==> src/hdl/sisr_pkg.sv <==
// shared constants for the status reporter
package sisr_pkg;
	localparam int CODE_W = 8;
	localparam int NIB_W  = 4;
	localparam int BIT_CNT_W = 4;
	localparam logic [BIT_CNT_W-1:0] BYTE_BITS = 4'h8;

	// status codes
	localparam logic [7:0] ST_IDLE_NO_CHANGE   = 8'h00;
	localparam logic [7:0] ST_FAR_END_WAKE     = 8'h02;
	localparam logic [7:0] ST_ACT_PENDING      = 8'h03;
	localparam logic [7:0] ST_ACT_DONE         = 8'h0C;
	localparam logic [7:0] ST_FRAME_LOST       = 8'h0E;
	localparam logic [7:0] ST_DEACTIVATED      = 8'h0F;
	localparam logic [7:0] ST_MSG_DONE         = 8'h06;
	localparam logic [7:0] ST_COLLISION_LOST   = 8'h07;
	localparam logic [3:0] ST_SC1_HIGH_NIB     = 4'h3;
	localparam logic [3:0] ST_SC2_HIGH_NIB     = 4'h5;
	localparam logic [7:0] ST_MF_TICK          = 8'h04;
	localparam logic [7:0] ST_RX_MF_ERROR      = 8'h05;
	localparam logic [5:0] ST_SLIP_BASE_HI     = 6'h02;
	localparam logic       ST_IDLE_STATE_FLAG  = 1'b1;

	// control commands that steer the reporter
	localparam logic [7:0] CMD_MSG_DONE_ON     = 8'h10;
	localparam logic [7:0] CMD_MSG_DONE_OFF    = 8'h11;
	localparam logic [7:0] CMD_SC1_IRQ_ON      = 8'h12;
	localparam logic [7:0] CMD_SC1_IRQ_OFF     = 8'h13;
	localparam logic [7:0] CMD_TICK_EVERY_FRAME = 8'h22;
	localparam logic [7:0] CMD_TICK_FRAME_OFF  = 8'h23;
	localparam logic [7:0] CMD_TICK_EVERY_SIX  = 8'h24;
	localparam logic [7:0] CMD_TICK_SIX_OFF    = 8'h25;
	localparam logic [7:0] CMD_SC2_IRQ_ON      = 8'h26;
	localparam logic [7:0] CMD_SC2_IRQ_OFF     = 8'h27;
	localparam logic [7:0] CMD_STATE_REPORT_ON = 8'h92;
	localparam logic [7:0] CMD_STATE_REPORT_OFF = 8'h93;
	localparam logic [7:0] CMD_EXTRA_IRQ_ENABLE = 8'h94;
	localparam logic [7:0] CMD_EXTRA_IRQ_DISABLE = 8'h95;

	// last divider count of the long tick, one tick per six multiframes
	localparam logic [2:0] TICK_SIX_LAST = 3'h5;

	// pending event slots, index 0 has highest priority
	localparam int N_EVT = 13;
	localparam int EV_DEACT = 0;
	localparam int EV_FRAME = 1;
	localparam int EV_ACTD  = 2;
	localparam int EV_ACTP  = 3;
	localparam int EV_WAKE  = 4;
	localparam int EV_COLL  = 5;
	localparam int EV_MSG   = 6;
	localparam int EV_SC1   = 7;
	localparam int EV_SC2   = 8;
	localparam int EV_TICK  = 9;
	localparam int EV_RXERR = 10;
	localparam int EV_SLTX  = 11;
	localparam int EV_SLRX  = 12;
endpackage : sisr_pkg

==> src/hdl/sisr_top.sv <==
// status code encoder for the line interface control port
`timescale 1ns/1ps
`default_nettype none
module sisr_top (
	input  wire logic       mclk,                 // 25 MHz system clock
	input  wire logic       rst,                  // synchronous reset, high
	input  wire logic       cclk,                 // control port serial clock
	input  wire logic       cs_n,                 // control port select, low
	input  wire logic       cdi,                  // control port data in
	output logic            cdo,                  // control port data out
	output logic            cdo_oe,               // cdo drive enable
	output logic            irq_n,                // interrupt pin, low
	output logic      [7:0] cmd_byte,             // received command
	output logic            cmd_valid,            // pulse: new command
	output logic      [7:0] status_code,          // code sent on last reply
	input  wire logic       far_end_wake,         // pulse: far end wakes
	input  wire logic       activation_pending,   // pulse: INFO seen
	input  wire logic       activation_done,      // pulse: activated
	input  wire logic       frame_alignment_lost, // pulse: alignment lost
	input  wire logic       deactivated_report,   // pulse: deactivated
	input  wire logic       dch_message_done,     // pulse: closing flag out
	input  wire logic       dch_collision_lost,   // pulse: echo mismatch
	input  wire logic       sc1_rx_ready,         // pulse: SC1/Q buffer ready
	input  wire logic [3:0] sc1_rx_bits,          // M1..M4 for SC1/Q
	input  wire logic       sc2_rx_ready,         // pulse: SC2 buffer ready
	input  wire logic [3:0] sc2_rx_bits,          // M1..M4 for SC2
	input  wire logic       mf_boundary,          // pulse: tx multiframe edge
	input  wire logic       rx_multiframe_error,  // pulse: violation or DC error
	input  wire logic       slip_tx,              // pulse: tx buffer slipped
	input  wire logic       slip_rx,              // pulse: rx buffer slipped
	input  wire logic [2:0] act_state             // activation state S3..S1
);
	localparam int NE = sisr_pkg::N_EVT;

	logic           start, done;
	logic     [7:0] rx_cmd;
	logic     [7:0] reply;
	logic [NE-1:0]  pend, set_v, clr_v, next_pend;
	logic [NE-1:0]  sent, next_sent;
	logic     [3:0] sc1_m, sc2_m, next_sc1_m, next_sc2_m;
	logic           msg_en, sc1_en, sc2_en, tick1_en, tick6_en, extra_en, state_en;
	logic           next_msg_en, next_sc1_en, next_sc2_en;
	logic           next_tick1_en, next_tick6_en, next_extra_en, next_state_en;
	logic     [2:0] six_cnt, next_six_cnt;
	logic           tick;
	logic     [7:0] next_status;
	logic           done_d;
	logic [NE-1:0]  next_held;
	logic           next_irq_n;
	logic     [7:0] idle_reply;

	// one on/off command pair steering one enable bit
	function automatic logic cmd_pair(
		input logic [7:0] code,  // received command
		input logic       cur,   // present setting
		input logic [7:0] on_c,  // command that sets it
		input logic [7:0] off_c  // command that clears it
	);
		logic res;
		res = cur;
		if (code == on_c)
			res = 1'b1;
		else if (code == off_c)
			res = 1'b0;
		return res;
	endfunction : cmd_pair

	// pins are synchronised inside the shifter; start and done are mclk pulses
	sisr_shifter u_shift (
		.mclk      (mclk),
		.rst       (rst),
		.cclk      (cclk),
		.cs_n      (cs_n),
		.cdi       (cdi),
		.load_byte (reply),
		.start     (start),
		.done      (done),
		.cmd       (rx_cmd),
		.cdo       (cdo),
		.cdo_oe    (cdo_oe)
	);

	// command decode, enables
	always_comb begin
		next_msg_en   = msg_en;
		next_sc1_en   = sc1_en;
		next_sc2_en   = sc2_en;
		next_tick1_en = tick1_en;
		next_tick6_en = tick6_en;
		next_extra_en = extra_en;
		next_state_en = state_en;
		if (done) begin
			next_msg_en   = cmd_pair(rx_cmd, msg_en,
				sisr_pkg::CMD_MSG_DONE_ON, sisr_pkg::CMD_MSG_DONE_OFF);
			next_sc1_en   = cmd_pair(rx_cmd, sc1_en,
				sisr_pkg::CMD_SC1_IRQ_ON, sisr_pkg::CMD_SC1_IRQ_OFF);
			next_sc2_en   = cmd_pair(rx_cmd, sc2_en,
				sisr_pkg::CMD_SC2_IRQ_ON, sisr_pkg::CMD_SC2_IRQ_OFF);
			next_tick1_en = cmd_pair(rx_cmd, tick1_en,
				sisr_pkg::CMD_TICK_EVERY_FRAME, sisr_pkg::CMD_TICK_FRAME_OFF);
			next_tick6_en = cmd_pair(rx_cmd, tick6_en,
				sisr_pkg::CMD_TICK_EVERY_SIX, sisr_pkg::CMD_TICK_SIX_OFF);
			next_extra_en = cmd_pair(rx_cmd, extra_en,
				sisr_pkg::CMD_EXTRA_IRQ_ENABLE, sisr_pkg::CMD_EXTRA_IRQ_DISABLE);
			next_state_en = cmd_pair(rx_cmd, state_en,
				sisr_pkg::CMD_STATE_REPORT_ON, sisr_pkg::CMD_STATE_REPORT_OFF);
		end
	end

	// tick divider counts every boundary so switching modes stays in phase
	always_comb begin
		next_six_cnt = six_cnt;
		if (mf_boundary)
			next_six_cnt = (six_cnt == sisr_pkg::TICK_SIX_LAST) ? 3'h0 : six_cnt + 3'h1;
	end

	// with both modes on the every-boundary tick wins
	always_comb begin
		tick = mf_boundary &&
			(tick1_en || (tick6_en && six_cnt == sisr_pkg::TICK_SIX_LAST));
	end

	// event capture; a set in the clearing cycle wins
	always_comb begin
		set_v = '0;
		set_v[sisr_pkg::EV_WAKE]  = far_end_wake;
		set_v[sisr_pkg::EV_ACTP]  = activation_pending;
		set_v[sisr_pkg::EV_ACTD]  = activation_done;
		set_v[sisr_pkg::EV_FRAME] = frame_alignment_lost;
		set_v[sisr_pkg::EV_DEACT] = deactivated_report;
		set_v[sisr_pkg::EV_MSG]   = dch_message_done & msg_en;
		set_v[sisr_pkg::EV_COLL]  = dch_collision_lost;
		set_v[sisr_pkg::EV_SC1]   = sc1_rx_ready & sc1_en;
		set_v[sisr_pkg::EV_SC2]   = sc2_rx_ready & sc2_en;
		set_v[sisr_pkg::EV_TICK]  = tick;
		set_v[sisr_pkg::EV_RXERR] = rx_multiframe_error & extra_en;
		set_v[sisr_pkg::EV_SLTX]  = slip_tx & extra_en;
		set_v[sisr_pkg::EV_SLRX]  = slip_rx & extra_en;
		clr_v = done ? sent : '0;
		next_pend = (pend & ~clr_v) | set_v;
		// a slot set again while its frame runs survives the frame end
		next_held = (start ? next_sent : sent) & ~set_v;
		next_irq_n = ~|next_pend;
	end

	// M bits follow the latest accepted buffer pulse
	always_comb begin
		next_sc1_m = (sc1_rx_ready && sc1_en) ? sc1_rx_bits : sc1_m;
		next_sc2_m = (sc2_rx_ready && sc2_en) ? sc2_rx_bits : sc2_m;
	end

	// idle reply; state bits only once reporting is switched on
	always_comb begin
		if (state_en)
			idle_reply = {sisr_pkg::ST_IDLE_STATE_FLAG, act_state, 4'h0};
		else
			idle_reply = sisr_pkg::ST_IDLE_NO_CHANGE;
	end

	// priority pick of the reply byte
	always_comb begin
		reply     = idle_reply;
		next_sent = '0;
		if (pend[sisr_pkg::EV_DEACT]) begin
			reply = sisr_pkg::ST_DEACTIVATED;
			next_sent[sisr_pkg::EV_DEACT] = 1'b1;
		end else if (pend[sisr_pkg::EV_FRAME]) begin
			reply = sisr_pkg::ST_FRAME_LOST;
			next_sent[sisr_pkg::EV_FRAME] = 1'b1;
		end else if (pend[sisr_pkg::EV_ACTD]) begin
			reply = sisr_pkg::ST_ACT_DONE;
			next_sent[sisr_pkg::EV_ACTD] = 1'b1;
		end else if (pend[sisr_pkg::EV_ACTP]) begin
			reply = sisr_pkg::ST_ACT_PENDING;
			next_sent[sisr_pkg::EV_ACTP] = 1'b1;
		end else if (pend[sisr_pkg::EV_WAKE]) begin
			reply = sisr_pkg::ST_FAR_END_WAKE;
			next_sent[sisr_pkg::EV_WAKE] = 1'b1;
		end else if (pend[sisr_pkg::EV_COLL]) begin
			reply = sisr_pkg::ST_COLLISION_LOST;
			next_sent[sisr_pkg::EV_COLL] = 1'b1;
		end else if (pend[sisr_pkg::EV_MSG]) begin
			reply = sisr_pkg::ST_MSG_DONE;
			next_sent[sisr_pkg::EV_MSG] = 1'b1;
		end else if (pend[sisr_pkg::EV_SC1]) begin
			reply = {sisr_pkg::ST_SC1_HIGH_NIB, sc1_m};
			next_sent[sisr_pkg::EV_SC1] = 1'b1;
		end else if (pend[sisr_pkg::EV_SC2]) begin
			reply = {sisr_pkg::ST_SC2_HIGH_NIB, sc2_m};
			next_sent[sisr_pkg::EV_SC2] = 1'b1;
		end else if (pend[sisr_pkg::EV_TICK]) begin
			reply = sisr_pkg::ST_MF_TICK;
			next_sent[sisr_pkg::EV_TICK] = 1'b1;
		end else if (pend[sisr_pkg::EV_RXERR]) begin
			reply = sisr_pkg::ST_RX_MF_ERROR;
			next_sent[sisr_pkg::EV_RXERR] = 1'b1;
		end else if (pend[sisr_pkg::EV_SLTX] || pend[sisr_pkg::EV_SLRX]) begin
			// both slips fold into one report
			reply = {sisr_pkg::ST_SLIP_BASE_HI,
			         pend[sisr_pkg::EV_SLRX], pend[sisr_pkg::EV_SLTX]};
			next_sent[sisr_pkg::EV_SLTX] = pend[sisr_pkg::EV_SLTX];
			next_sent[sisr_pkg::EV_SLRX] = pend[sisr_pkg::EV_SLRX];
		end
	end

	// status is latched in the cycle the shifter loads the same byte
	always_comb begin
		next_status = start ? reply : status_code;
	end

	// mode enables; extra reports stay off until enabled
	always_ff @(posedge mclk) begin
		if (rst) begin
			msg_en   <= 1'b1;
			sc1_en   <= 1'b0;
			sc2_en   <= 1'b0;
			tick1_en <= 1'b0;
			tick6_en <= 1'b0;
			extra_en <= 1'b0;
			state_en <= 1'b0;
		end else begin
			msg_en   <= next_msg_en;
			sc1_en   <= next_sc1_en;
			sc2_en   <= next_sc2_en;
			tick1_en <= next_tick1_en;
			tick6_en <= next_tick6_en;
			extra_en <= next_extra_en;
			state_en <= next_state_en;
		end
	end

	// free-running multiframe divider
	always_ff @(posedge mclk) begin
		if (rst)
			six_cnt <= '0;
		else
			six_cnt <= next_six_cnt;
	end

	// pending slots, slots carried by the frame in flight, interrupt pin
	always_ff @(posedge mclk) begin
		if (rst) begin
			pend  <= '0;
			sent  <= '0;
			irq_n <= 1'b1;
		end else begin
			pend  <= next_pend;
			sent  <= next_held;
			irq_n <= next_irq_n;
		end
	end

	// M bits of the last accepted buffer reports
	always_ff @(posedge mclk) begin
		if (rst) begin
			sc1_m <= '0;
			sc2_m <= '0;
		end else begin
			sc1_m <= next_sc1_m;
			sc2_m <= next_sc2_m;
		end
	end

	// reply code and command strobe
	always_ff @(posedge mclk) begin
		if (rst) begin
			status_code <= sisr_pkg::ST_IDLE_NO_CHANGE;
			done_d      <= 1'b0;
		end else begin
			status_code <= next_status;
			done_d      <= done;
		end
	end

	assign cmd_byte  = rx_cmd;
	assign cmd_valid = done_d;
endmodule : sisr_top
`default_nettype wire

==> src/hdl/sisr_shifter.sv <==
// serial control port shifter: samples the link pins, swaps one byte each way
`timescale 1ns/1ps
`default_nettype none
module sisr_shifter (
	input  wire logic       mclk,      // system clock
	input  wire logic       rst,       // synchronous reset
	input  wire logic       cclk,      // serial clock pin
	input  wire logic       cs_n,      // chip select pin
	input  wire logic       cdi,       // serial data in pin
	input  wire logic [7:0] load_byte, // status to send, taken on start
	output logic            start,     // pulse: select asserted
	output logic            done,      // pulse: full byte received
	output logic      [7:0] cmd,       // last command byte
	output logic            cdo,       // serial data out
	output logic            cdo_oe     // drive enable for cdo
);
	logic [1:0] cclk_s, cs_s, cdi_s;
	logic       cclk_d, cs_d;
	logic [7:0] out_sr, in_sr;
	logic [sisr_pkg::BIT_CNT_W-1:0] cnt;
	logic [7:0] next_out_sr, next_in_sr, next_cmd;
	logic [sisr_pkg::BIT_CNT_W-1:0] next_cnt;
	logic       rise, fall, sel_fall, sel_rise;

	// second stage only feeds logic
	assign rise     = cclk_s[1] & ~cclk_d;
	assign fall     = ~cclk_s[1] & cclk_d;
	assign sel_fall = ~cs_s[1] & cs_d;
	assign sel_rise = cs_s[1] & ~cs_d;

	always_comb begin
		next_out_sr = out_sr;
		next_in_sr  = in_sr;
		next_cnt    = cnt;
		next_cmd    = cmd;
		if (sel_fall) begin
			next_out_sr = load_byte;
			next_cnt    = '0;
		end else if (!cs_s[1]) begin
			if (rise && cnt != sisr_pkg::BYTE_BITS) begin
				next_in_sr = {in_sr[6:0], cdi_s[1]};
				next_cnt   = cnt + 1'b1;
			end
			if (fall)
				next_out_sr = {out_sr[6:0], 1'b0};
		end
		if (sel_rise && cnt == sisr_pkg::BYTE_BITS)
			next_cmd = in_sr;
	end

	always_ff @(posedge mclk) begin
		if (rst) begin
			cclk_s <= '0;
			cs_s   <= 2'h3;
			cdi_s  <= '0;
			cclk_d <= 1'b0;
			cs_d   <= 1'b1;
			out_sr <= '0;
			in_sr  <= '0;
			cnt    <= '0;
			cmd    <= '0;
			done   <= 1'b0;
			cdo_oe <= 1'b0;
		end else begin
			cclk_s <= {cclk_s[0], cclk};
			cs_s   <= {cs_s[0], cs_n};
			cdi_s  <= {cdi_s[0], cdi};
			cclk_d <= cclk_s[1];
			cs_d   <= cs_s[1];
			out_sr <= next_out_sr;
			in_sr  <= next_in_sr;
			cnt    <= next_cnt;
			cmd    <= next_cmd;
			// a short frame is dropped, the status stays pending
			done   <= sel_rise && cnt == sisr_pkg::BYTE_BITS;
			cdo_oe <= ~cs_s[1];
		end
	end

	// start is not registered: the top latches its code in the load cycle
	assign start = sel_fall;
	assign cdo   = out_sr[7];
endmodule : sisr_shifter
`default_nettype wire

==> config.mk <==
export PLATFORM = sky130hd
export DESIGN_NAME = sisr_top
export DESIGN_NICKNAME = d
export VERILOG_FILES = /design/src/hdl/sisr_pkg.sv /design/src/hdl/sisr_top.sv /design/src/hdl/sisr_shifter.sv
export SDC_FILE = /design/constraint.sdc
export NUM_CORES = 1
export LEC_CHECK = 0
export ABC_AREA = 1
export ABC_CLOCK_PERIOD_IN_PS = 2350
export BUFFER_PORTS_ARGS = -buffer_cell sky130_fd_sc_hd__buf_2
export CAP_MARGIN = 20
export CORE_MARGIN = 2
export CORE_UTILIZATION = 61
export DETAILED_ROUTE_END_ITERATION = 8
export PLACE_DENSITY = 0.93
export SETUP_SLACK_MARGIN = 0.3
export SLEW_MARGIN = 10
export SYNTH_ARGS = -nofsm -noshare
export SYNTH_HDL_FRONTEND = slang
export SYNTH_SLANG_ARGS = --single-unit
==> constraint.sdc <==
create_clock -name mclk -period 2.35 [get_ports mclk]
set_input_delay 0.235 -clock mclk [delete_from_list [all_inputs] [get_ports mclk]]
set_output_delay 0.235 -clock mclk [all_outputs]
set_load 0.02 [all_outputs]
==> results.cfg <==
[layout]
multi_input_comb_area_um2 = 1634
instances_no_fill = 654
register_area_um2 = 1842
final_design_area_no_fill_um2 = 4295
most-common-layout-cells = sky130_fd_sc_hd__nand2_1 (120), sky130_fd_sc_hd__dfxtp_1 (92), sky130_fd_sc_hd__nor2_1 (73)
finish.utilization_pct = 72.12
antenna_cells = 0
design.final.nets = 606
mostFrequentLayoutCell = sky130_fd_sc_hd__nand2_1
fill_cells = 456
syn_to_final_growth_pct = 13.00
layout-drive-gt1-share_pct = 13.64

[yosys]
synth.distinct_cells = 30
mappedNetlistArea_um2 = 3801
synth_seq_cells = 92
synth-async-reset-ratio_pct = 0
ys_seq_area_share_pct = 48.45
synthesis.nets = 561
synth.yosys.warnings = 0
avgSynthCellArea_um2 = 7.172
synth_enable_flop_cells = 0
syn_inst = 530
ys.flop_type = sky130_fd_sc_hd__dfxtp_1

[detailed_routing]
drc = 0
drt_first_iter_violations = 468
mean_routed_wirelength_per_cell_um = 14.01
routed-via-count = 3657
detail_route.first_pass.iterations = 5
routed_wl_um = 9164
postRouteAntennaNets = 0
viasPerCell = 5.592

[worst_setup_path]
crit_path_top_delay_cell = sky130_fd_sc_hd__dfxtp_1
worst_setup_path_start_kind = register
path_max_fanout = 15
crit_path_cell_trace = inv_1, ha_1, nand3_1, nor2_1, nand2_1, o21ai_0, a21oi_1
critical-path-max-stage-delay_ns = 0.35
worst_reg_to_reg_setup_slack_ns = 0.65
worst-endpoint-arrival_ns = 1.95
cp_num_buf_inv = 1
critical-path-top-delay-family = simple AND/OR/NAND/NOR gates
timing.critical_path.required_ns = 2.60
timing_worst_setup_path_type = register to register
worst_setup_path_end_kind = register

[floorplan]
coreArea_um2 = 5956
placementRows = 28
floorplan.initialDensity_pct = 63.82
fp.dieArea_um2 = 6879
fp.dieH_um = 82.94
floorplan.die.width_um = 82.94
num_io_pins = 49

[timing]
final_hold_viol_count = 0
setup-violations-final = 0
totalNegativeSetupSlack_ns = 0
maxSlewViolCount = 0
fmax_mhz = 586.9
timing.slew.headroom_pct = 70.09
finalCriticalPeriod_ns = 1.704
layout_worst_path_cycle_share_pct = 72.50
setup_repair_after_global_routing_missed_its_margin = false
worst_pin_slew_ns = 0.4446
fin_worst_skew_ns = 0.01050

[global_route]
grt_start_max_net_pins = 37
globalRouteTotalUtil_pct = 27.06
grt_first_pass_wirelength_um = 15300
grt_pass1_vias = 3366
grt_antenna_before_repair = 0
grt-ovfl-total = 0

[place]
place_area_um2 = 4080
port-buffer-count = 48
place.detailed.instances = 639
dpl.hpwl_um = 6548
routabilityCongestion = 0.9848

[cts]
clk_pin_slew_worst_paths_ns = 0.09
clock-root-buffer = sky130_fd_sc_hd__clkbuf_8
postCtsSetupBuffers = 0
tritoncts_clock_tree = yes
cts.hold.buffers_added = 0
h-tree-depth = 3
ctsLongestPathBuffers = 2
clock_sinks = 92
cts_buffers = 9
worst_skew_pair.late_latency_ns = 0.37
cts_resized = 0

[flow_run]
maximum_capacitance_violations = 0

[power]
power.ir.vdd_worst_uv = 462.7
pwr_density_cell_nw_per_um2 = 688.7
p_total_mw = 2.958
static-leakage-power_nw = 1.919

[run_status]
outcome = complete, no violations

[hold_path]
worst_hold_path_type = input port to register
## synth_stat cells (2+ instances only)
master / n / area share, %
sky130_fd_sc_hd__ha_1: 2 / 0.66
sky130_fd_sc_hd__buf_4: 2 / 0.39
sky130_fd_sc_hd__nor2_1: 73 / 7.2
sky130_fd_sc_hd__or2_2: 2 / 0.33
sky130_fd_sc_hd__dfxtp_1: 92 / 48
sky130_fd_sc_hd__nor3_4: 2 / 0.86
sky130_fd_sc_hd__inv_1: 57 / 5.6
sky130_fd_sc_hd__nand2_1: 120 / 12
sky130_fd_sc_hd__nand3_1: 34 / 4.5
sky130_fd_sc_hd__nand4_1: 4 / 0.66
sky130_fd_sc_hd__nor3_1: 7 / 0.92
sky130_fd_sc_hd__clkbuf_1: 6 / 0.59
sky130_fd_sc_hd__buf_2: 11 / 1.4
sky130_fd_sc_hd__o22ai_1: 2 / 0.33
sky130_fd_sc_hd__o21ai_1: 6 / 0.79
sky130_fd_sc_hd__o21ai_0: 43 / 5.7
sky130_fd_sc_hd__a211oi_1: 3 / 0.59
sky130_fd_sc_hd__inv_2: 4 / 0.39
sky130_fd_sc_hd__nor4_1: 3 / 0.49
sky130_fd_sc_hd__o211ai_1: 2 / 0.39
sky130_fd_sc_hd__a21oi_1: 46 / 6.1
## metrics by stage
step / worst slack, ns / hold slack (ns)
finish: 0.6462 / 0.03930
global route: 0.5204 / 0.04073
CTS: 0.6933 / 0.03375
detailed placement: 0.7066 / 0.3999
global placement: 0.7990 / 0.3897
floorplan: 1.022 / 0.3041
## routing by layer
layer	global-route usage, %	wire [µm]	vias up
met1	36.04	3928	1640
met3	5.467	807	25
li1	-	-	1789
met2	42.52	4192	203
met5	0	0	-
met4	12.22	236	0
## registers in the layout, summed over array words and instances (netlist names), 4 cells and up
| register | count |
|---|---|
| u_shift.cnt | 4 |
| status_code | 8 |
| pend | 13 |
| u_shift.cmd | 8 |
| u_shift.in_sr | 8 |
| sc1_m | 4 |
| u_shift.out_sr | 8 |
| sc2_m | 4 |
| sent | 13 |
## path summary, 6_finish.rpt
path,startpoint,to,cells after the start
max,u_shift.cnt[0],u_shift.cmd[0],7
min,frame_alignment_lost,sent[1],2
max reg2reg,u_shift.cnt[0],u_shift.cmd[0],7
min reg2reg,u_shift.cclk_s[0],u_shift.cclk_s[1],2
## cells by family after synthesis
group | after synthesis | share of synthesized area (%)
AO/OA/AOI/OAI | 104 | 14.19
XOR/XNOR | 1 | 0.2305
adder cells (fa/ha/maj) | 2 | 0.6582
buffers and inverters | 81 | 8.558
flip-flops | 92 | 48.45
AND/OR/NAND/NOR | 250 | 27.91
## layout make-up
cell class                      count  share of cell area [%]
Clock buffer                       11                   3.292
Sequential cell                    92                   42.88
Multi-Input combinational cell    357                   38.04
Clock inverter                      4                   1.719
Tap cell                           75                   2.185
Timing Repair Buffer               53                   6.467
Inverter                           62                   5.418
## power breakdown
part,switching [mW],internal [mW]
Clock,0.549,0.623
Sequential,0.0219,1.59
Combinational,0.114,0.0606
## worst register-to-register path, cell delays in order, from the launching register on
cell and delay, ns:
sky130_fd_sc_hd__dfxtp_1 0.35, sky130_fd_sc_hd__inv_1 0.10, sky130_fd_sc_hd__ha_1 0.16, sky130_fd_sc_hd__nand3_1 0.09, sky130_fd_sc_hd__nor2_1 0.21, sky130_fd_sc_hd__nand2_1 0.32, sky130_fd_sc_hd__o21ai_0 0.30, sky130_fd_sc_hd__a21oi_1 0.06
(Power assumes the default switching activity.)
